`src/temp_cfg_pkg.sv`:
```
// Notes on behaviour
// - writing one to the soft reset bit runs a 0.5 ms internal reset
// - the soft reset bit always reads back as zero
// - averaging enabled makes every result, one-shot too, a mean of eight conversions
// - alert mode bit picks interrupt behaviour at zero, comparator behaviour at one
// - one-shot trigger runs one conversion, or eight with averaging, then the device enters shutdown; a trigger written while a conversion runs is ignored
// - the one-shot trigger bit always reads back as zero
// - conversion mode bit zero runs continuously, one shuts periodic conversions down
// - three-bit interval code picks 6 ms up to 2 s, reset code 110b
// - a flag drives the alert pin only while its enable bit is one
// - status flags still set while their alert enable is zero
// - an asserted alert holds until status read or new conversion, despite disable
// - enable bit 4 gates the checksum error flag, resets to one
// - enable bit 3 gates slew flag or live slew status, resets to zero
// - enable bit 2 gates high flag or high status, resets to one
// - enable bit 1 gates low flag or low status, resets to one
// - enable bit 0 gates the data-ready flag, resets to zero
// - low threshold is 14-bit two's complement in bits 15 to 2
// - both limits are ignored while high threshold is not above low threshold
// - low threshold bits 1 and 0 always read as zero
// - low threshold resets to F380h, minus 25 degrees
// - in interrupt mode one status read clears the latched flags
// - high status sets above high limit, clears below limit minus hysteresis
// - data-ready sets on a new result, clears on status or result read
package temp_cfg_pkg;
   // register map
   localparam logic [6:0]  ADDR_RESULT = 7'h00;
   localparam logic [6:0]  ADDR_STATUS = 7'h02;
   localparam logic [6:0]  ADDR_CONV   = 7'h03;
   localparam logic [6:0]  ADDR_IRQEN  = 7'h04;
   localparam logic [6:0]  ADDR_TLOW   = 7'h05;
   localparam int          B_SRST      = 8;
   localparam int          B_AVG       = 7;
   localparam int          B_CMP       = 5;
   localparam int          B_ONESHOT   = 4;
   localparam int          B_SHUTDOWN  = 3;
   localparam logic [15:0] CONV_RST    = 16'h0006;
   localparam logic [15:0] IRQEN_RST   = 16'h0016;
   localparam logic [15:0] TLOW_RST    = 16'hF380;
   localparam logic [15:0] CONV_WMASK  = 16'h00AF;
   localparam logic [15:0] IRQEN_WMASK = 16'h001F;
   localparam logic [15:0] TLOW_WMASK  = 16'hFFFC;
   // serial frame: read bit and 7-bit address, then 16 data bits, msb first
   localparam int          CMD_BITS    = 8;
   localparam int          FRAME_BITS  = 24;
   localparam int          B_RD        = 7;
   localparam int          TEMP_W      = 14;
   // timing
   localparam int unsigned CLK_MHZ      = 200;
   localparam int unsigned SRST_TIME_US = 500;
   localparam int unsigned SRST_CYC     = SRST_TIME_US * CLK_MHZ;
   localparam int unsigned PERIOD_US [8] = '{6000, 31250, 62500, 125000,
                                            250000, 500000, 1000000, 2000000};

   typedef struct packed {
      logic        wr;
      logic        rd;
      logic [6:0]  addr;
      logic [15:0] wdata;
   } reg_req_t;

   typedef enum logic [3:0] {
      SQ_IDLE = 4'b0001,
      SQ_CONV = 4'b0010,
      SQ_WAIT = 4'b0100,
      SQ_SRST = 4'b1000
   } seq_state_t;

   // conversion interval in clock cycles, indexed by interval code
   function automatic logic [7:0][31:0] period_cycles();
      logic [7:0][31:0] p;
      for (int i = 0; i < 8; i++) begin
         p[i] = 32'(PERIOD_US[i] * CLK_MHZ);
      end
      return p;
   endfunction : period_cycles
endpackage : temp_cfg_pkg

```
`src/conv_seq.sv`:
```
module conv_seq
   import temp_cfg_pkg::*;
#(
   parameter int unsigned      SRST_CYC_P   = SRST_CYC,
   parameter logic [7:0][31:0] PERIOD_CYC_P = period_cycles()
) (
   input  wire logic              clk_sys,
   input  wire logic              rst_b,
   input  wire logic              continuous,
   input  wire logic              avg_en,
   input  wire logic [2:0]        period_sel,
   input  wire logic              oneshot_go,
   input  wire logic              srst_go,
   input  wire logic              smp_valid,
   input  wire logic [TEMP_W-1:0] smp,
   output logic                   conv_start,
   output logic                   res_valid,
   output logic [TEMP_W-1:0]      res,
   output logic                   oneshot_done,
   output logic                   srst_busy
);
   seq_state_t              st_q, st_d;
   logic [31:0]             cnt_q, cnt_d, cnt_dec;
   logic [2:0]              nsmp_q, nsmp_d;
   logic signed [16:0]      acc_q, acc_d, sum;
   logic                    os_q, os_d, start_q, start_d, rv_q, rv_d, osd_q, osd_d, go;
   logic [TEMP_W-1:0]       res_q, res_d;

   //////////////////////////////////////////////////////////////////////////
   // conversion pacing, averaging and soft reset timing
   always_comb begin
      st_d    = st_q;
      cnt_dec = (cnt_q == 32'h0) ? 32'h0 : cnt_q - 32'h1;
      cnt_d   = cnt_dec;
      nsmp_d  = nsmp_q;
      acc_d   = acc_q;
      os_d    = os_q;
      res_d   = res_q;
      start_d = 1'b0;
      rv_d    = 1'b0;
      osd_d   = 1'b0;
      go      = 1'b0;
      sum     = acc_q + {{3{smp[TEMP_W-1]}}, smp};
      unique case (st_q)
         SQ_IDLE: go = oneshot_go | continuous;
         SQ_CONV: begin
            if (smp_valid) begin
               if (!avg_en || nsmp_q == 3'h7) begin
                  rv_d  = 1'b1;
                  res_d = avg_en ? sum[16:3] : smp;
                  osd_d = os_q;
                  st_d  = SQ_WAIT;
               end else begin
                  acc_d   = sum;
                  nsmp_d  = nsmp_q + 3'h1;
                  start_d = 1'b1;
               end
            end
         end
         SQ_WAIT: begin
            if (oneshot_go) go = 1'b1;
            else if (!continuous || os_q) st_d = SQ_IDLE;
            else if (cnt_q == 32'h0) go = 1'b1;
         end
         SQ_SRST: begin
            if (cnt_q == 32'h0) st_d = SQ_IDLE;
         end
      endcase
      if (go) begin
         st_d    = SQ_CONV;
         start_d = 1'b1;
         acc_d   = '0;
         nsmp_d  = '0;
         os_d    = oneshot_go;
         cnt_d   = PERIOD_CYC_P[period_sel] - 32'h1;
      end
      if (srst_go) begin
         st_d    = SQ_SRST;
         cnt_d   = SRST_CYC_P - 32'h1;
         start_d = 1'b0;
         rv_d    = 1'b0;
         osd_d   = 1'b0;
      end
   end

   // state registers
   always_ff @(posedge clk_sys or negedge rst_b) begin
      if (!rst_b) begin
         st_q    <= SQ_IDLE;
         cnt_q   <= '0;
         nsmp_q  <= '0;
         acc_q   <= '0;
         os_q    <= 1'b0;
         res_q   <= '0;
         start_q <= 1'b0;
         rv_q    <= 1'b0;
         osd_q   <= 1'b0;
      end else begin
         st_q    <= st_d;
         cnt_q   <= cnt_d;
         nsmp_q  <= nsmp_d;
         acc_q   <= acc_d;
         os_q    <= os_d;
         res_q   <= res_d;
         start_q <= start_d;
         rv_q    <= rv_d;
         osd_q   <= osd_d;
      end
   end

   assign conv_start   = start_q;
   assign res_valid    = rv_q;
   assign res          = res_q;
   assign oneshot_done = osd_q;
   assign srst_busy    = (st_q == SQ_SRST);

   property p_srst_len;
      @(posedge clk_sys) disable iff (!rst_b)
      srst_go |=> st_q == SQ_SRST && cnt_q == SRST_CYC_P - 32'h1;
   endproperty
   a_srst_len: assert property (p_srst_len) else $error("soft reset length wrong");

   property p_avg_eight;
      @(posedge clk_sys) disable iff (!rst_b)
      st_q == SQ_CONV && smp_valid && avg_en && nsmp_q != 3'h7 && !srst_go
         |=> !rv_q ##0 conv_start;
   endproperty
   a_avg_eight: assert property (p_avg_eight) else $error("average ended early");
endmodule : conv_seq

```
`src/spi_link.sv`:
```
module spi_link
   import temp_cfg_pkg::*;
(
   input  wire logic        clk_sys,
   input  wire logic        rst_b,
   input  wire logic        sclk,
   input  wire logic        cs_b,
   input  wire logic        sio_in,
   input  wire logic [15:0] rd_data,
   output reg_req_t         req,
   output logic             sio_out,
   output logic             sio_oe
);
   logic [2:0]  sclk_s, cs_s, sio_s;
   logic [4:0]  cnt_q, cnt_d;
   logic [22:0] sh_q, sh_d;
   logic [15:0] tx_q, tx_d;
   logic        rdf_q, rdf_d, oe_q, oe_d;
   reg_req_t    req_q, req_d;
   logic        rise, fall;

   //////////////////////////////////////////////////////////////////////////
   // frame decode: sample on rising sclk, drive read data on falling sclk
   always_comb begin
      rise  = sclk_s[1] & ~sclk_s[2];
      fall  = ~sclk_s[1] & sclk_s[2];
      cnt_d = cnt_q;
      sh_d  = sh_q;
      tx_d  = tx_q;
      rdf_d = rdf_q;
      oe_d  = oe_q;
      req_d = '0;
      if (cs_s[1]) begin
         cnt_d = '0;
         rdf_d = 1'b0;
         oe_d  = 1'b0;
      end else begin
         if (rise && cnt_q < 5'(FRAME_BITS)) begin
            sh_d  = {sh_q[21:0], sio_s[1]};
            cnt_d = cnt_q + 5'd1;
            if (cnt_q == 5'(CMD_BITS - 1) && sh_q[B_RD - 1]) begin
               rdf_d      = 1'b1;
               req_d.rd   = 1'b1;
               req_d.addr = {sh_q[5:0], sio_s[1]};
            end
            if (cnt_q == 5'(FRAME_BITS - 1) && !rdf_q) begin
               req_d.wr    = 1'b1;
               req_d.addr  = sh_q[21:15];
               req_d.wdata = {sh_q[14:0], sio_s[1]};
            end
         end
         if (fall && rdf_q && cnt_q >= 5'(CMD_BITS)) begin
            tx_d = (cnt_q == 5'(CMD_BITS)) ? rd_data : {tx_q[14:0], 1'b0};
            oe_d = 1'b1;
         end
      end
   end

   // pins pass two flops before use; bit 2 keeps edge history
   always_ff @(posedge clk_sys or negedge rst_b) begin
      if (!rst_b) begin
         sclk_s <= '0;
         cs_s   <= 3'h7;
         sio_s  <= '0;
         cnt_q  <= '0;
         sh_q   <= '0;
         tx_q   <= '0;
         rdf_q  <= 1'b0;
         oe_q   <= 1'b0;
         req_q  <= '0;
      end else begin
         sclk_s <= {sclk_s[1:0], sclk};
         cs_s   <= {cs_s[1:0], cs_b};
         sio_s  <= {sio_s[1:0], sio_in};
         cnt_q  <= cnt_d;
         sh_q   <= sh_d;
         tx_q   <= tx_d;
         rdf_q  <= rdf_d;
         oe_q   <= oe_d;
         req_q  <= req_d;
      end
   end

   assign req     = req_q;
   assign sio_out = tx_q[15];
   assign sio_oe  = oe_q;
endmodule : spi_link

```
`src/temp_sensor_config_alert_ctrl.sv`:
```
module temp_sensor_config_alert_ctrl
   import temp_cfg_pkg::*;
#(
   parameter int unsigned      SRST_CYC_P   = SRST_CYC,
   parameter logic [7:0][31:0] PERIOD_CYC_P = period_cycles()
) (
   input  wire logic              clk_sys,
   input  wire logic              rst_b,
   input  wire logic              spi_sclk,
   input  wire logic              spi_cs_b,
   input  wire logic              spi_sio_in,
   output logic                   spi_sio_out,
   output logic                   spi_sio_oe,
   output logic                   adc_start,
   input  wire logic              adc_valid,
   input  wire logic [TEMP_W-1:0] adc_sample,
   input  wire logic [15:0]       thigh_limit,
   input  wire logic [15:0]       hyst_cfg,
   input  wire logic              slew_pos_status,
   input  wire logic              slew_event,
   input  wire logic              crc_error,
   output logic                   alert_b
);
   if (SRST_CYC_P < 1) begin : g_chk
      $error("SRST_CYC_P must be at least one");
   end

   reg_req_t          req;
   logic [15:0]       rd_data_q, rd_data_d;
   logic [15:0]       conv_q, conv_d, en_q, en_d, tlow_q, tlow_d;
   logic              dr_q, dr_d, lo_f_q, lo_f_d, hi_f_q, hi_f_d;
   logic              sl_f_q, sl_f_d, crc_f_q, crc_f_d;
   logic              lo_st_q, lo_st_d, hi_st_q, hi_st_d;
   logic              alert_b_q, alert_b_d;
   logic              wr_ok, st_rd, res_rd, srst_go, oneshot_go, limits_ok, src;
   logic              res_valid, oneshot_done, srst_busy;
   logic [TEMP_W-1:0] res;
   logic [15:0]       temp16;
   logic [15:0]       status_v;

   // widen a 16-bit two's complement value for compare and offset math
   function automatic logic signed [17:0] sx(input logic [15:0] v);
      return {{2{v[15]}}, v};
   endfunction : sx

   // hysteresis of 0.5 degree steps in the 16-bit limit format
   function automatic logic signed [17:0] hy(input logic [7:0] h);
      return {4'h0, h, 6'h00};
   endfunction : hy

   //////////////////////////////////////////////////////////////////////////
   // serial register port and conversion pacing
   spi_link u_link (
      .clk_sys (clk_sys),
      .rst_b   (rst_b),
      .sclk    (spi_sclk),
      .cs_b    (spi_cs_b),
      .sio_in  (spi_sio_in),
      .rd_data (rd_data_q),
      .req     (req),
      .sio_out (spi_sio_out),
      .sio_oe  (spi_sio_oe)
   );

   conv_seq #(
      .SRST_CYC_P   (SRST_CYC_P),
      .PERIOD_CYC_P (PERIOD_CYC_P)
   ) u_seq (
      .clk_sys      (clk_sys),
      .rst_b        (rst_b),
      .continuous   (!conv_q[B_SHUTDOWN]),
      .avg_en       (conv_q[B_AVG]),
      .period_sel   (conv_q[2:0]),
      .oneshot_go   (oneshot_go),
      .srst_go      (srst_go),
      .smp_valid    (adc_valid),
      .smp          (adc_sample),
      .conv_start   (adc_start),
      .res_valid    (res_valid),
      .res          (res),
      .oneshot_done (oneshot_done),
      .srst_busy    (srst_busy)
   );

   //////////////////////////////////////////////////////////////////////////
   // access strobes and derived values
   always_comb begin
      wr_ok      = req.wr && !srst_busy;
      st_rd      = req.rd && req.addr == ADDR_STATUS;
      res_rd     = req.rd && req.addr == ADDR_RESULT;
      srst_go    = wr_ok && req.addr == ADDR_CONV && req.wdata[B_SRST];
      oneshot_go = wr_ok && req.addr == ADDR_CONV && req.wdata[B_ONESHOT];
      temp16     = {res, 2'b00};
      limits_ok  = sx(thigh_limit) > sx(tlow_q);
      status_v   = {8'h00, crc_f_q, slew_pos_status, sl_f_q, hi_st_q,
                    lo_st_q, hi_f_q, lo_f_q, dr_q};
      if (conv_q[B_CMP]) begin
         src = (en_q[4] & crc_f_q) | (en_q[3] & slew_pos_status) |
               (en_q[2] & hi_st_q) | (en_q[1] & lo_st_q) |
               (en_q[0] & dr_q);
      end else begin
         src = (en_q[4] & crc_f_q) | (en_q[3] & sl_f_q) |
               (en_q[2] & hi_f_q) | (en_q[1] & lo_f_q) |
               (en_q[0] & dr_q);
      end
   end

   //////////////////////////////////////////////////////////////////////////
   // registers, flags, alert pin and read data: next values
   always_comb begin
      conv_d    = conv_q;
      en_d      = en_q;
      tlow_d    = tlow_q;
      lo_st_d   = lo_st_q;
      hi_st_d   = hi_st_q;
      rd_data_d = rd_data_q;
      // register writes; reserved bits are masked away
      if (wr_ok) begin
         unique case (req.addr)
            ADDR_CONV:  conv_d = req.wdata & CONV_WMASK;
            ADDR_IRQEN: en_d   = req.wdata & IRQEN_WMASK;
            ADDR_TLOW:  tlow_d = req.wdata & TLOW_WMASK;
            default:    ;
         endcase
      end
      if (oneshot_done) conv_d[B_SHUTDOWN] = 1'b1;
      // limit compare with hysteresis, skipped while limits are misordered
      if (res_valid && limits_ok) begin
         if (sx(temp16) > sx(thigh_limit)) hi_st_d = 1'b1;
         else if (sx(temp16) < sx(thigh_limit) - hy(hyst_cfg[15:8])) hi_st_d = 1'b0;
         if (sx(temp16) < sx(tlow_q)) lo_st_d = 1'b1;
         else if (sx(temp16) > sx(tlow_q) + hy(hyst_cfg[7:0])) lo_st_d = 1'b0;
      end
      // latched flags set regardless of enables; a set beats a read clear
      dr_d    = (dr_q & ~(st_rd | res_rd)) | res_valid;
      crc_f_d = (crc_f_q & ~st_rd) | crc_error;
      sl_f_d  = (sl_f_q & ~st_rd) | slew_event;
      hi_f_d  = (hi_f_q & ~st_rd) | (hi_st_d ^ hi_st_q);
      lo_f_d  = (lo_f_q & ~st_rd) | (lo_st_d ^ lo_st_q);
      // an asserted pin holds until status read or new conversion
      // in interrupt mode a status read masks the latched sources that it clears
      alert_b_d = ~((src & ~(st_rd & ~conv_q[B_CMP])) |
                    (~alert_b_q & ~(st_rd | res_valid)));
      // read data captured at command time
      if (req.rd) begin
         unique case (req.addr)
            ADDR_RESULT: rd_data_d = temp16;
            ADDR_STATUS: rd_data_d = status_v;
            ADDR_CONV:   rd_data_d = conv_q & CONV_WMASK;
            ADDR_IRQEN:  rd_data_d = en_q & IRQEN_WMASK;
            ADDR_TLOW:   rd_data_d = tlow_q & TLOW_WMASK;
            default:     rd_data_d = 16'h0000;
         endcase
      end
      // soft reset returns control state to its reset values
      if (srst_go) begin
         conv_d    = CONV_RST;
         en_d      = IRQEN_RST;
         tlow_d    = TLOW_RST;
         dr_d      = 1'b0;
         crc_f_d   = 1'b0;
         sl_f_d    = 1'b0;
         hi_f_d    = 1'b0;
         lo_f_d    = 1'b0;
         hi_st_d   = 1'b0;
         lo_st_d   = 1'b0;
         alert_b_d = 1'b1;
      end
   end

   // state registers
   always_ff @(posedge clk_sys or negedge rst_b) begin
      if (!rst_b) begin
         conv_q    <= CONV_RST;
         en_q      <= IRQEN_RST;
         tlow_q    <= TLOW_RST;
         dr_q      <= 1'b0;
         crc_f_q   <= 1'b0;
         sl_f_q    <= 1'b0;
         hi_f_q    <= 1'b0;
         lo_f_q    <= 1'b0;
         hi_st_q   <= 1'b0;
         lo_st_q   <= 1'b0;
         alert_b_q <= 1'b1;
         rd_data_q <= '0;
      end else begin
         conv_q    <= conv_d;
         en_q      <= en_d;
         tlow_q    <= tlow_d;
         dr_q      <= dr_d;
         crc_f_q   <= crc_f_d;
         sl_f_q    <= sl_f_d;
         hi_f_q    <= hi_f_d;
         lo_f_q    <= lo_f_d;
         hi_st_q   <= hi_st_d;
         lo_st_q   <= lo_st_d;
         alert_b_q <= alert_b_d;
         rd_data_q <= rd_data_d;
      end
   end

   assign alert_b = alert_b_q;

   //////////////////////////////////////////////////////////////////////////
   // checks
   property p_conv_rd;
      @(posedge clk_sys) disable iff (!rst_b)
      req.rd && req.addr == ADDR_CONV |=> !rd_data_q[B_SRST] && !rd_data_q[B_ONESHOT];
   endproperty
   a_conv_rd: assert property (p_conv_rd) else $error("trigger bits read as one");

   property p_oneshot_stop;
      @(posedge clk_sys) disable iff (!rst_b)
      oneshot_done && !srst_go |=> conv_q[B_SHUTDOWN];
   endproperty
   a_oneshot_stop: assert property (p_oneshot_stop) else $error("no shutdown after one-shot");

   property p_tlow_lsb;
      @(posedge clk_sys) disable iff (!rst_b)
      req.rd && req.addr == ADDR_TLOW |=> rd_data_q[1:0] == 2'b00;
   endproperty
   a_tlow_lsb: assert property (p_tlow_lsb) else $error("low limit low bits not zero");

   property p_dr_alert;
      @(posedge clk_sys) disable iff (!rst_b)
      !conv_q[B_CMP] && en_q[0] && dr_q && !srst_go && !st_rd |=> !alert_b_q;
   endproperty
   a_dr_alert: assert property (p_dr_alert) else $error("enabled flag missed alert");

   property p_flag_sets;
      @(posedge clk_sys) disable iff (!rst_b)
      res_valid && !srst_go |=> dr_q;
   endproperty
   a_flag_sets: assert property (p_flag_sets) else $error("data ready not set");

   property p_alert_hold;
      @(posedge clk_sys) disable iff (!rst_b)
      !alert_b_q && !st_rd && !res_valid && !srst_go |=> !alert_b_q;
   endproperty
   a_alert_hold: assert property (p_alert_hold) else $error("alert dropped early");

   property p_limit_skip;
      @(posedge clk_sys) disable iff (!rst_b)
      !limits_ok && !srst_go |=> $stable(hi_st_q) && $stable(lo_st_q);
   endproperty
   a_limit_skip: assert property (p_limit_skip) else $error("misordered limits used");

   property p_status_clr;
      @(posedge clk_sys) disable iff (!rst_b)
      st_rd && !res_valid && !crc_error && !slew_event
         |=> !crc_f_q && !sl_f_q && !hi_f_q && !lo_f_q && !dr_q;
   endproperty
   a_status_clr: assert property (p_status_clr) else $error("status read left flags");

   property p_tlow_rst;
      @(posedge clk_sys) disable iff (!rst_b)
      srst_go |=> tlow_q == TLOW_RST && en_q == IRQEN_RST ##1 srst_busy;
   endproperty
   a_tlow_rst: assert property (p_tlow_rst) else $error("soft reset values wrong");
endmodule : temp_sensor_config_alert_ctrl
```
`config.mk`:
```
export PLATFORM = sky130hd
export DESIGN_NAME = temp_sensor_config_alert_ctrl
export DESIGN_NICKNAME = d
export VERILOG_FILES = /design/src/temp_cfg_pkg.sv /design/src/conv_seq.sv /design/src/spi_link.sv /design/src/temp_sensor_config_alert_ctrl.sv
export SDC_FILE = /design/constraint.sdc
export NUM_CORES = 1
export LEC_CHECK = 0
export ABC_AREA = 1
export BUFFER_PORTS_ARGS = -buffer_cell sky130_fd_sc_hd__buf_2
export CAP_MARGIN = 20
export CORE_MARGIN = 2
export CORE_UTILIZATION = 65
export CTS_BUF_LIST = sky130_fd_sc_hd__clkbuf_8
export CTS_CLUSTER_SIZE = 16
export DETAILED_ROUTE_END_ITERATION = 10
export PLACE_DENSITY = 0.95
export SKIP_CTS_REPAIR_TIMING = 1
export SYNTH_ARGS = -nofsm -noshare
export SYNTH_HDL_FRONTEND = slang
export SYNTH_SLANG_ARGS = --single-unit
```
`constraint.sdc`:
```
create_clock -name clk_sys -period 7.7 [get_ports clk_sys]
set_clock_uncertainty 0.2 [all_clocks]
set_input_delay 0.385 -clock clk_sys [delete_from_list [all_inputs] [get_ports clk_sys]]
set_output_delay 0.385 -clock clk_sys [all_outputs]
set_load 0.02 [all_outputs]
```
== Word level (Yosys, flattened, before mapping) ==
Memories as Yosys holds them, arrays and structs flattened.
Index checks and enable logic that the tools add are counted.
Word-level totals
  register bits: 204
  bits in read-only memories: 256
  input port bits: 55
  output and inout port bits: 4
  word-level logic and storage cells: 234
  memories: 1
Cells by class
  add/sub/neg operators: 7
  order comparisons: 8
  equal/unequal tests: 18
  multiplexer cells: 77
  bitwise gates (word level): 47
  reductions and logical operators: 42
Memory list
  (no name shown): words 8, bits a word 32, rd ports 1, clocked after Yosys merged registers in 0, wr ports 0, line conv_seq.sv:75  | cnt_d = PERIOD_CYC_P[period_sel] - 32'h1;
Operator list (number)
  32-bit two-way mux: 4
  16-bit case mux with 5 select lines: 1
  17-bit two-way mux: 4
  16-bit two-way mux: 4
  32-bit by 1-bit subtractor with 32-bit output (second input constant): 2
  25-bit two-way mux: 2
  1-bit two-way mux: 38
  16-bit greater-than comparator: 2
  32-bit zero test: 1
  8-bit two-way mux: 4
  4-bit two-way mux: 7
  5-bit two-way mux: 5
  23-bit two-way mux: 1
  1-bit bitwise AND: 18
  2-bit nonzero test: 9
  16-bit by 15-bit adder with 17-bit output: 1
  17-bit adder: 1
  16-bit by 17-bit greater-than comparator with 1-bit output: 1
  16-bit by 17-bit less-than comparator with 1-bit output: 1
  1-bit OR: 17
  16-bit by 15-bit subtractor with 17-bit output: 1
  16-bit less-than comparator: 1
  7-bit by 2-bit == test with 1-bit output (second input constant): 2
  7-bit by 3-bit == test with 1-bit output (second input constant): 2
  other kinds (32): 70

== Logic depth before layout (Yosys ltp) ==
Gate-level depths: netlist of run 1.
  word-level depth: 10
  mapped depth: 26
  gate-level depth less buffers: 26

== Cells and area by module ==
A second synthesis of run 1 with hierarchy kept.
Unflattened totals
  cell total of the unflattened synthesis: 1790
  area, all modules: 13103.8 um2
By module, submodules not included
  conv_seq: instances 1, cells each 754, area each 5119.9 um2, seq. area each 1853.0 um2
  temp_sensor_config_alert_ctrl: instances 1, cells each 695, area each 4860.9 um2, seq. area each 1242.4 um2
  spi_link: instances 1, cells each 341, area each 3123.0 um2, seq. area each 1929.4 um2

== Worst setup path after synthesis of run 1 ==
OpenSTA, ideal clock, no wires.
  path kind: input -> register
  start: input thigh_limit[6]
  end: register hi_st_q
  setup time: 0.122 ns
  arrival: 2.919 ns
  data required time: 7.378 ns
  setup slack: 4.459 ns
  cell stages on the path: 25
  buffers on the path: 0
  cell sequence: inv_1 -> ha_1 -> inv_1 -> fa_1 -> nand3_1 -> nand2_1 -> a21oi_1 -> o21bai_1 -> a21o_1 -> nand2_1 -> nand2_1 -> o21ai_0 -> inv_1 -> ha_1 -> nand2_1 -> nor2_1 -> nand2_1 -> nor2_1 -> nand2_1 -> nand4_1 -> nand2_1 -> inv_1 -> nand2_1 -> a21oi_1 -> nor2_1
On the way
  cells in the longest elaborated chain, start to end: 6
  elaborated cells between the ends (all ways): 9
  those cells by class: add/sub (1); order compare (3); mux (4); reduce/logical (1)
RTL lines
  start: declaration: line temp_sensor_config_alert_ctrl.sv:17  | input wire logic [15:0] thigh_limit,
  16-bit by 15-bit subtractor with 17-bit output: line temp_sensor_config_alert_ctrl.sv:130  | else if (sx(temp16) < sx(thigh_limit) - hy(hyst_cfg[15:8])) hi_st_d = 1'b0;
  16-bit by 17-bit less-than comparator with 1-bit output: line temp_sensor_config_alert_ctrl.sv:130
  1-bit two-way mux: line temp_sensor_config_alert_ctrl.sv:130
  1-bit two-way mux: line temp_sensor_config_alert_ctrl.sv:129  | if (sx(temp16) > sx(thigh_limit)) hi_st_d = 1'b1;
  1-bit two-way mux *: line temp_sensor_config_alert_ctrl.sv:128  | if (res_valid && limits_ok) begin
  1-bit two-way mux *: line temp_sensor_config_alert_ctrl.sv:156  | if (srst_go) begin
  via hi_st_d: line temp_sensor_config_alert_ctrl.sv:33  | logic lo_st_q, lo_st_d, hi_st_q, hi_st_d;
  end signal: assignment: line temp_sensor_config_alert_ctrl.sv:195  | hi_st_q <= hi_st_d;
  end: declaration: line temp_sensor_config_alert_ctrl.sv:33
The timed path passes the listed nets; every way through them passes the cells marked *.
A chain may end at the register's enable or synchronous reset.

== Worst setup path after layout of run 1 ==
  start: register tlow_q[6]
  end: register lo_st_q
On the way
  cells in the longest elaborated chain, start to end: 6
  elaborated cells between the ends (all ways): 9
  those cells by class: add/sub (1); order compare (3); mux (4); reduce/logical (1)
RTL lines
  start: declaration: line temp_sensor_config_alert_ctrl.sv:30  | logic [15:0] conv_q, conv_d, en_q, en_d, tlow_q, tlow_d;
  start signal: assignment: line temp_sensor_config_alert_ctrl.sv:189  | tlow_q <= tlow_d;
  16-bit by 15-bit adder with 17-bit output: line temp_sensor_config_alert_ctrl.sv:132  | else if (sx(temp16) > sx(tlow_q) + hy(hyst_cfg[7:0])) lo_st_d = 1'b0;
  16-bit by 17-bit greater-than comparator with 1-bit output: line temp_sensor_config_alert_ctrl.sv:132
  1-bit two-way mux: line temp_sensor_config_alert_ctrl.sv:132
  1-bit two-way mux: line temp_sensor_config_alert_ctrl.sv:131  | if (sx(temp16) < sx(tlow_q)) lo_st_d = 1'b1;
  1-bit two-way mux *: line temp_sensor_config_alert_ctrl.sv:128
  1-bit two-way mux *: line temp_sensor_config_alert_ctrl.sv:156
  via lo_st_d: line temp_sensor_config_alert_ctrl.sv:33
  end signal: assignment: line temp_sensor_config_alert_ctrl.sv:196  | lo_st_q <= lo_st_d;
  end: declaration: line temp_sensor_config_alert_ctrl.sv:33
Marked as above.

==> results of run 1 <==
cell type report:
cell class | count | area share, %
clock buffer | 17 | 1.71
tap | 265 | 2.42
inverter | 226 | 6.23
sequential | 200 | 36.7
clock inverter | 15 | 1.31
timing repair buffer | 69 | 3.01
multi-input combinational | 1195 | 48.6
cells by family after synthesis:
group	count (synthesis)	share of synthesized area (%)
AO/OA/AOI/OAI	306	13.4
XOR/XNOR	55	3.79
adder cells (fa/ha/maj)	113	11.3
buffers and inverters	262	8.11
flip-flops	200	39.5
AND/OR/NAND/NOR	721	23.9
state kept, by name, indices dropped and copies added (netlist names), 2 cells and up:
signal,flops
conv_q,6
en_q,5
rd_data_q,16
tlow_q,14
u_link.cnt_q,5
u_link.cs_s,2
u_link.req,25
u_link.sclk_s,3
u_link.sh_q,22
u_link.sio_s,2
u_link.tx_q,16
u_seq.acc_q,17
u_seq.cnt_q,32
u_seq.nsmp_q,3
u_seq.res,14
u_seq.st_q,4
metrics by stage:
stage / hold slack [ns] / worst slack, ns / utilization [%]
after global routing: 0.0119 / 4.00 / 70.8
after floorplan: -0.111 / 4.46 / -
after global placement: 0.132 / 4.11 / 68.3
after detailed placement: 0.135 / 3.96 / 68.3
after CTS: -0.231 / 4.33 / 70.5
final: -0.00487 / 4.22 / 70.8
per-layer routing:
metal / global-route usage, % / up-vias / share of wire (%) / wire length, um
li1: - / 5496 / - / -
met1: 43.2 / 5443 / 41 / 13300
met5: 0 / - / 0 / 0
met3: 6.76 / 137 / 9.3 / 3020
met2: 52.3 / 641 / 46 / 15000
met4: 13.5 / 0 / 3.5 / 1130
how the worst max path moves through the flow:
stage                   end  slack, ns  cells past startpoint
finish              lo_st_q       4.22                     17
global route        lo_st_q       4.00                     18
floorplan           hi_st_q       4.46                     25
detailed placement  hi_st_q       3.96                     26
global placement    hi_st_q       4.11                     26
CTS                  lo_f_q       4.33                     17
cell usage in the layout (no fill, tap or decap), types with 4 or more instances in the layout:
cell type and instances:
nor4_1 5, inv_1 217, nor2_2 7, nand3b_1 5
ha_1 110, xor2_1 37, o32ai_1 4, a211oi_1 8
nand2_1 394, nor3_1 18, inv_2 5, o211ai_1 21
o31ai_1 4, a21o_1 5, nor2_4 5, o21bai_1 6
nand2_2 10, o22ai_1 9, buf_2 57, buf_4 5
nand4_1 12, a21oi_1 102, dfstp_2 16, dfrtp_1 184
nor2_1 175, o21ai_0 134, inv_6 4, nand3_1 76
xnor2_1 18, dlygate4sd3_1 4, clkbuf_8 18
power breakdown:
| part | leakage (nW) | internal (mW) | switching, mW | total [mW] |
|---|---|---|---|---|
| logic | 4.32 | 0.103 | 0.174 | 0.277 |
| clock network | 0.198 | 0.274 | 0.412 | 0.686 |
| registers | 2.64 | 1.07 | 0.0267 | 1.10 |
worst max-delay path: stages (launching register included):
cell and delay, ns:
dfrtp_1 0.41, ha_1 0.21, fa_1 0.41, a21oi_1 0.28, o21bai_1 0.16, a21oi_1 0.16, nor2_1 0.06, nor2_1 0.12
xor2_1 0.18, ha_1 0.26, a21oi_1 0.14, a21oi_1 0.08, nor2_1 0.12, nand2_1 0.06, nand2_1 0.06, nand3_1 0.10
o21ai_0 0.22, a21oi_1 0.10
==> metrics.csv, run 1 <==
stage,metric,value,unit
yosys,synth.area.top_cells,"dfrtp_1 36%, nand2_1 12%, ha_1 11%",
global_routing,grt_pass1_vias,11202,
drt,drtIter0Drc,1211,
clock_tree,root_buffer,clkbuf_8,
yosys,synth_top_cell_by_area,dfrtp_1,
hold_path,hold_depth,3,
yosys,ys.flop_type,dfrtp_1,
hold_path,holdPathEnd,crc_f_q,
worst_setup_path,r2r-end,lo_st_q,
sta,finalSetupTns,0,ns
sta,setup_viol,0,
placed_design,dp_hpwl,24000,um
yosys,async_reset_ff_share,100,%
global_routing,grt_max_degree,129,
global_routing,grt_first_pass_wirelength,53100,um
global_routing,track_usage,32.6,%
worst_setup_path,rrSetupSlack,4.22,ns
hold_path,min_from,crc_error,
floorplanning,die-area,20700,um2
yosys,synth-seq-area-share,39.5,%
clock_tree,clk_pin_slew_worst_paths,0.12,ns
clock_tree,htreeDepth,4,
worst_setup_path,crit_required,7.86,ns
floorplanning,initial_utilization,65.8,%
worst_setup_path,crit_start,tlow_q[6],
drt,wl,32400,um
floorplanning,die_x,144,um
worst_setup_path,end_kind,register,
drt,vias,11717,
power,leakagePower,7.16,nW
layout,fill_cells,1418,
sta,rsz0062_at_grt,no,
yosys,synth_cell_types,51,
power,power,2.06,mW
drt,drc_errors,0,
sta,max_freq,287,MHz
global_routing,antenna_found_initial,0,
worst_setup_path,crit_arrival,3.64,ns
power,vdd_drop_max,120,uV
drt,firstDrtPassIters,7,
outcome,violations,negative hold slack,
layout,syn2layout_area_growth,7.75,%
placed_design,numPortBuffers,58,
sta,hold_ws,-0.00487,ns
yosys,postSynthAreaPerCell,7.67,um2
yosys,syn-cell-area,12700,um2
sta,hold_violations,2,
yosys,syn_nets,1825,
clock_tree,clock_latency,0.49,ns
yosys,ys_seq_elements,200,
global_routing,grt-ovfl-total,0,
run,drv_cap,0,
worst_setup_path,r2r_start,tlow_q[6],
yosys,synth_edf_count,0,
placed_design,dpl-instance-area,13200,um2
floorplanning,core.rowCount,51,
sta,finalCritPeriodShare,45.2,%
drt,drtAntennaViolNets,0,
clock_tree,clockBufferDepth,2,
yosys,synth_top_area_share,36.2,%
hold_path,min_path_type,in -> reg,
clock_tree,cts_buffers,17,
worst_setup_path,r2r_cells,17,
placed_design,placed_cells,1949,
floorplanning,fp.dieH,144,um
floorplanning,io_pins,59,
power,powerDensity,151,nW/um2
drt,drt-vias-per-instance,5.90,
worst_setup_path,critPathKind,reg -> reg,
sta,slew_headroom,38.8,%
layout,fin_area,13700,um2
outcome,status,"complete, but fails checks",
clock_tree,cts_tree,yes,
layout,regArea,5020,um2
layout,fin_nets,1877,
sta,slew_viol_final,0,
sta,tightest_slew,0.914,ns
drt,wire_per_inst,16.3,um
yosys,syn_inst,1657,
clock_tree,clock_sinks,200,
floorplanning,coreArea,19300,um2
placed_design,gp_congestion,0.976,
layout,drive_gt1_share,8.83,%
layout,diodes,0,
yosys,yosysMostFrequentCell,nand2_1,
worst_setup_path,start_kind,register,
yosys,synth_common_cells,"394 x nand2_1, 217 x inv_1, 184 x dfrtp_1",
layout,multi_input_area,6660,um2
worst_setup_path,critPathMaxFanout,3,
yosys,yosys_warnings,0,
sta,timing.final.crit_period,3.48,ns
layout,final-instance-count-excl-fill,1987,
Power figures use the tool's default switching activity.
==> run 2: changes to the inputs <==
--- a/config.mk
+++ b/config.mk
@@ -9,11 +9,11 @@
 export BUFFER_PORTS_ARGS = -buffer_cell sky130_fd_sc_hd__buf_2
 export CAP_MARGIN = 20
 export CORE_MARGIN = 2
-export CORE_UTILIZATION = 65
+export CORE_UTILIZATION = 58
 export CTS_BUF_LIST = sky130_fd_sc_hd__clkbuf_8
 export CTS_CLUSTER_SIZE = 16
 export DETAILED_ROUTE_END_ITERATION = 10
-export PLACE_DENSITY = 0.95
+export PLACE_DENSITY = 0.91
 export SKIP_CTS_REPAIR_TIMING = 1
 export SYNTH_ARGS = -nofsm -noshare
 export SYNTH_HDL_FRONTEND = slang
==> constraint.sdc (replaced) <==
create_clock -name clk_sys -period 3.14 [get_ports clk_sys]
set_clock_uncertainty 0.2 [all_clocks]
set_input_delay 0.157 -clock clk_sys [delete_from_list [all_inputs] [get_ports clk_sys]]
set_output_delay 0.157 -clock clk_sys [all_outputs]
set_load 0.02 [all_outputs]
==> run 2 against run 1 <==
Effect of this change: the run ends with negative setup slack left; clock power grew 130%; critical path depth is the same; maximum frequency grew 2.2%; global-route usage shrank 4.5 points; register-to-register slack lost 4.5 ns; critical endpoint is now lo_f_q; via count shrank 0.94%.
==> metrics.csv, run 2 (synthesized netlist as in run 1, its figures left out) <==
stage,metric,value,unit
outcome,status,"complete, but fails checks",
outcome,violations,negative setup slack,
sta,slew_headroom,50.0,%
drt,drc_errors,0,
power,powerDensity,353,nW/um2
floorplanning,initial_utilization,58.6,%
power,vdd_drop_max,273,uV
floorplanning,io_pins,59,
drt,drt-vias-per-instance,5.69,
worst_setup_path,crit_required,3.34,ns
worst_setup_path,r2r-end,lo_f_q,
worst_setup_path,critPathKind,reg -> reg,
floorplanning,fp.dieH,152,um
floorplanning,core.rowCount,54,
sta,timing.final.crit_period,3.40,ns
power,power,4.97,mW
clock_tree,htreeDepth,4,
layout,syn2layout_area_growth,10.7,%
placed_design,gp_congestion,0.967,
sta,hold_violations,0,
sta,setup_viol,2,
clock_tree,clock_latency,0.48,ns
global_routing,antenna_found_initial,0,
worst_setup_path,end_kind,register,
global_routing,track_usage,28.1,%
power,leakagePower,7.33,nW
placed_design,dpl-instance-area,13400,um2
worst_setup_path,rrSetupSlack,-0.26,ns
worst_setup_path,r2r_cells,17,
layout,post-route-util,64.9,%
clock_tree,clock_sinks,200,
drt,vias,11607,
drt,wire_per_inst,16.0,um
layout,largest_reg_flops,32,
layout,largest-register,u_seq.cnt_q,
layout,final_cell_mix,"392 x nand2_1, 217 x inv_1, 184 x dfrtp_1",
placed_design,placed_cells,1989,
floorplanning,die_x,152,um
global_routing,grt_pass1_vias,11030,
sta,max_freq,294,MHz
layout,final-instance-count-excl-fill,2041,
sta,tightest_slew,0.749,ns
layout,drive_gt1_share,11.1,%
clock_tree,clk_pin_slew_worst_paths,0.11,ns
run,drv_cap,0,
placed_design,dp_hpwl,24300,um
global_routing,grt_first_pass_wirelength,53100,um
worst_setup_path,critPathMaxFanout,4,
sta,slew_viol_final,0,
clock_tree,cts_buffers,17,
layout,fin_nets,1916,
drt,drtIter0Drc,1011,
sta,finalSetupTns,-0.478,ns
placed_design,numPortBuffers,58,
worst_setup_path,crit_path_end,lo_f_q,
drt,wl,32600,um
clock_tree,cts_tree,yes,
layout,fill_cells,1745,
hold_path,min_path_type,in -> reg,
drt,firstDrtPassIters,8,
worst_setup_path,start_kind,register,
clock_tree,root_buffer,clkbuf_8,
sta,setup_slack,-0.263,ns
sta,rsz0062_at_grt,yes,
layout,diodes,0,
floorplanning,coreArea,21700,um2
layout,layout_commonest_cell,nand2_1,
global_routing,grt-ovfl-total,0,
layout,fin_area,14100,um2
sta,finalCritPeriodShare,108,%
worst_setup_path,crit_start,tlow_q[8],
worst_setup_path,r2r_start,tlow_q[8],
worst_setup_path,crit_arrival,3.61,ns
clock_tree,clockBufferDepth,2,
global_routing,grt_max_degree,93,
drt,drtAntennaViolNets,0,
floorplanning,die-area,23100,um2
==> run 2: cell count changes in the layout (fill, tap and decap cells not counted), sizes merged <==
| cell | change |
|---|---|
| dlygate4sd3 | +15 |
| bufinv | -1 |
| clkinv | +2 |
| buf | +25 |
| inv | -1 |
| clkinvlp | -1 |
==> run 2: critical path, stage by stage, from the launching register on <==
cell      delay [ns]
dfstp_2         0.55
ha_1            0.29
a21oi_1         0.18
nand2_1         0.17
nand2_1         0.12
o211ai_1        0.14
a21oi_1         0.17
nor2_1          0.07
xor2_1          0.15
ha_1            0.30
nand4_1         0.17
nor2_2          0.19
nand2_1         0.09
nand3_1         0.09
nand3_2         0.10
nor2_2          0.12
nand3_1         0.10
a21oi_2         0.13
==> run 2: worst min-delay path by stage <==
| stage | from | endpoint | slack (ns) | cells past startpoint |
|---|---|---|---|---|
| finish | adc_sample[13] | u_seq.res[13] | 0.03 | 5 |
| global route | adc_sample[13] | u_seq.res[13] | 0.03 | 5 |
| CTS | rst_b | u_seq.acc_q[13] | -0.47 | 1 |
| detailed placement | rst_b | u_seq.acc_q[13] | 0.07 | 1 |
| global placement | rst_b | u_seq.acc_q[13] | 0.06 | 1 |
| floorplan | rst_b | conv_q[0] | -0.34 | 0 |
==> run 2: final cells by class <==
cell class / count / area, um2 / area share [%]
Multi-Input combinational cell: 1195 / 6740 / 47.9
Sequential cell: 200 / 5020 / 35.7
Inverter: 226 / 853 / 6.07
Timing Repair Buffer: 108 / 734 / 5.22
Tap cell: 280 / 350 / 2.49
Clock buffer: 18 / 248 / 1.76
Clock inverter: 14 / 119 / 0.845
==> run 2: power breakdown <==
part	leakage (nW)	switching (mW)	internal, mW
clock	0.189	0.979	0.591
sequential	2.64	0.0623	2.63
combinational	4.50	0.432	0.278
==> run 2: metrics by stage <==
stage	hold WS [ns]	worst slack, ns
3_5_place_dp	0.0679	-0.245
5_1_grt	0.0330	-0.335
4_1_cts	-0.466	-0.163
3_3_place_gp	0.0599	-0.119
6_report	0.0333	-0.263
2_1_floorplan	-0.339	0.127
==> run 2: metal layers <==
layer / vias to the layer above / wire length (um) / part of all wire [%] / track usage [%]
li1: 5577 / - / - / -
met1: 5464 / 13900 / 43 / 38.2
met2: 460 / 15200 / 47 / 45.3
met3: 106 / 2220 / 6.8 / 4.14
met4: 0 / 1220 / 3.7 / 11.4
met5: - / 0 / 0 / 0
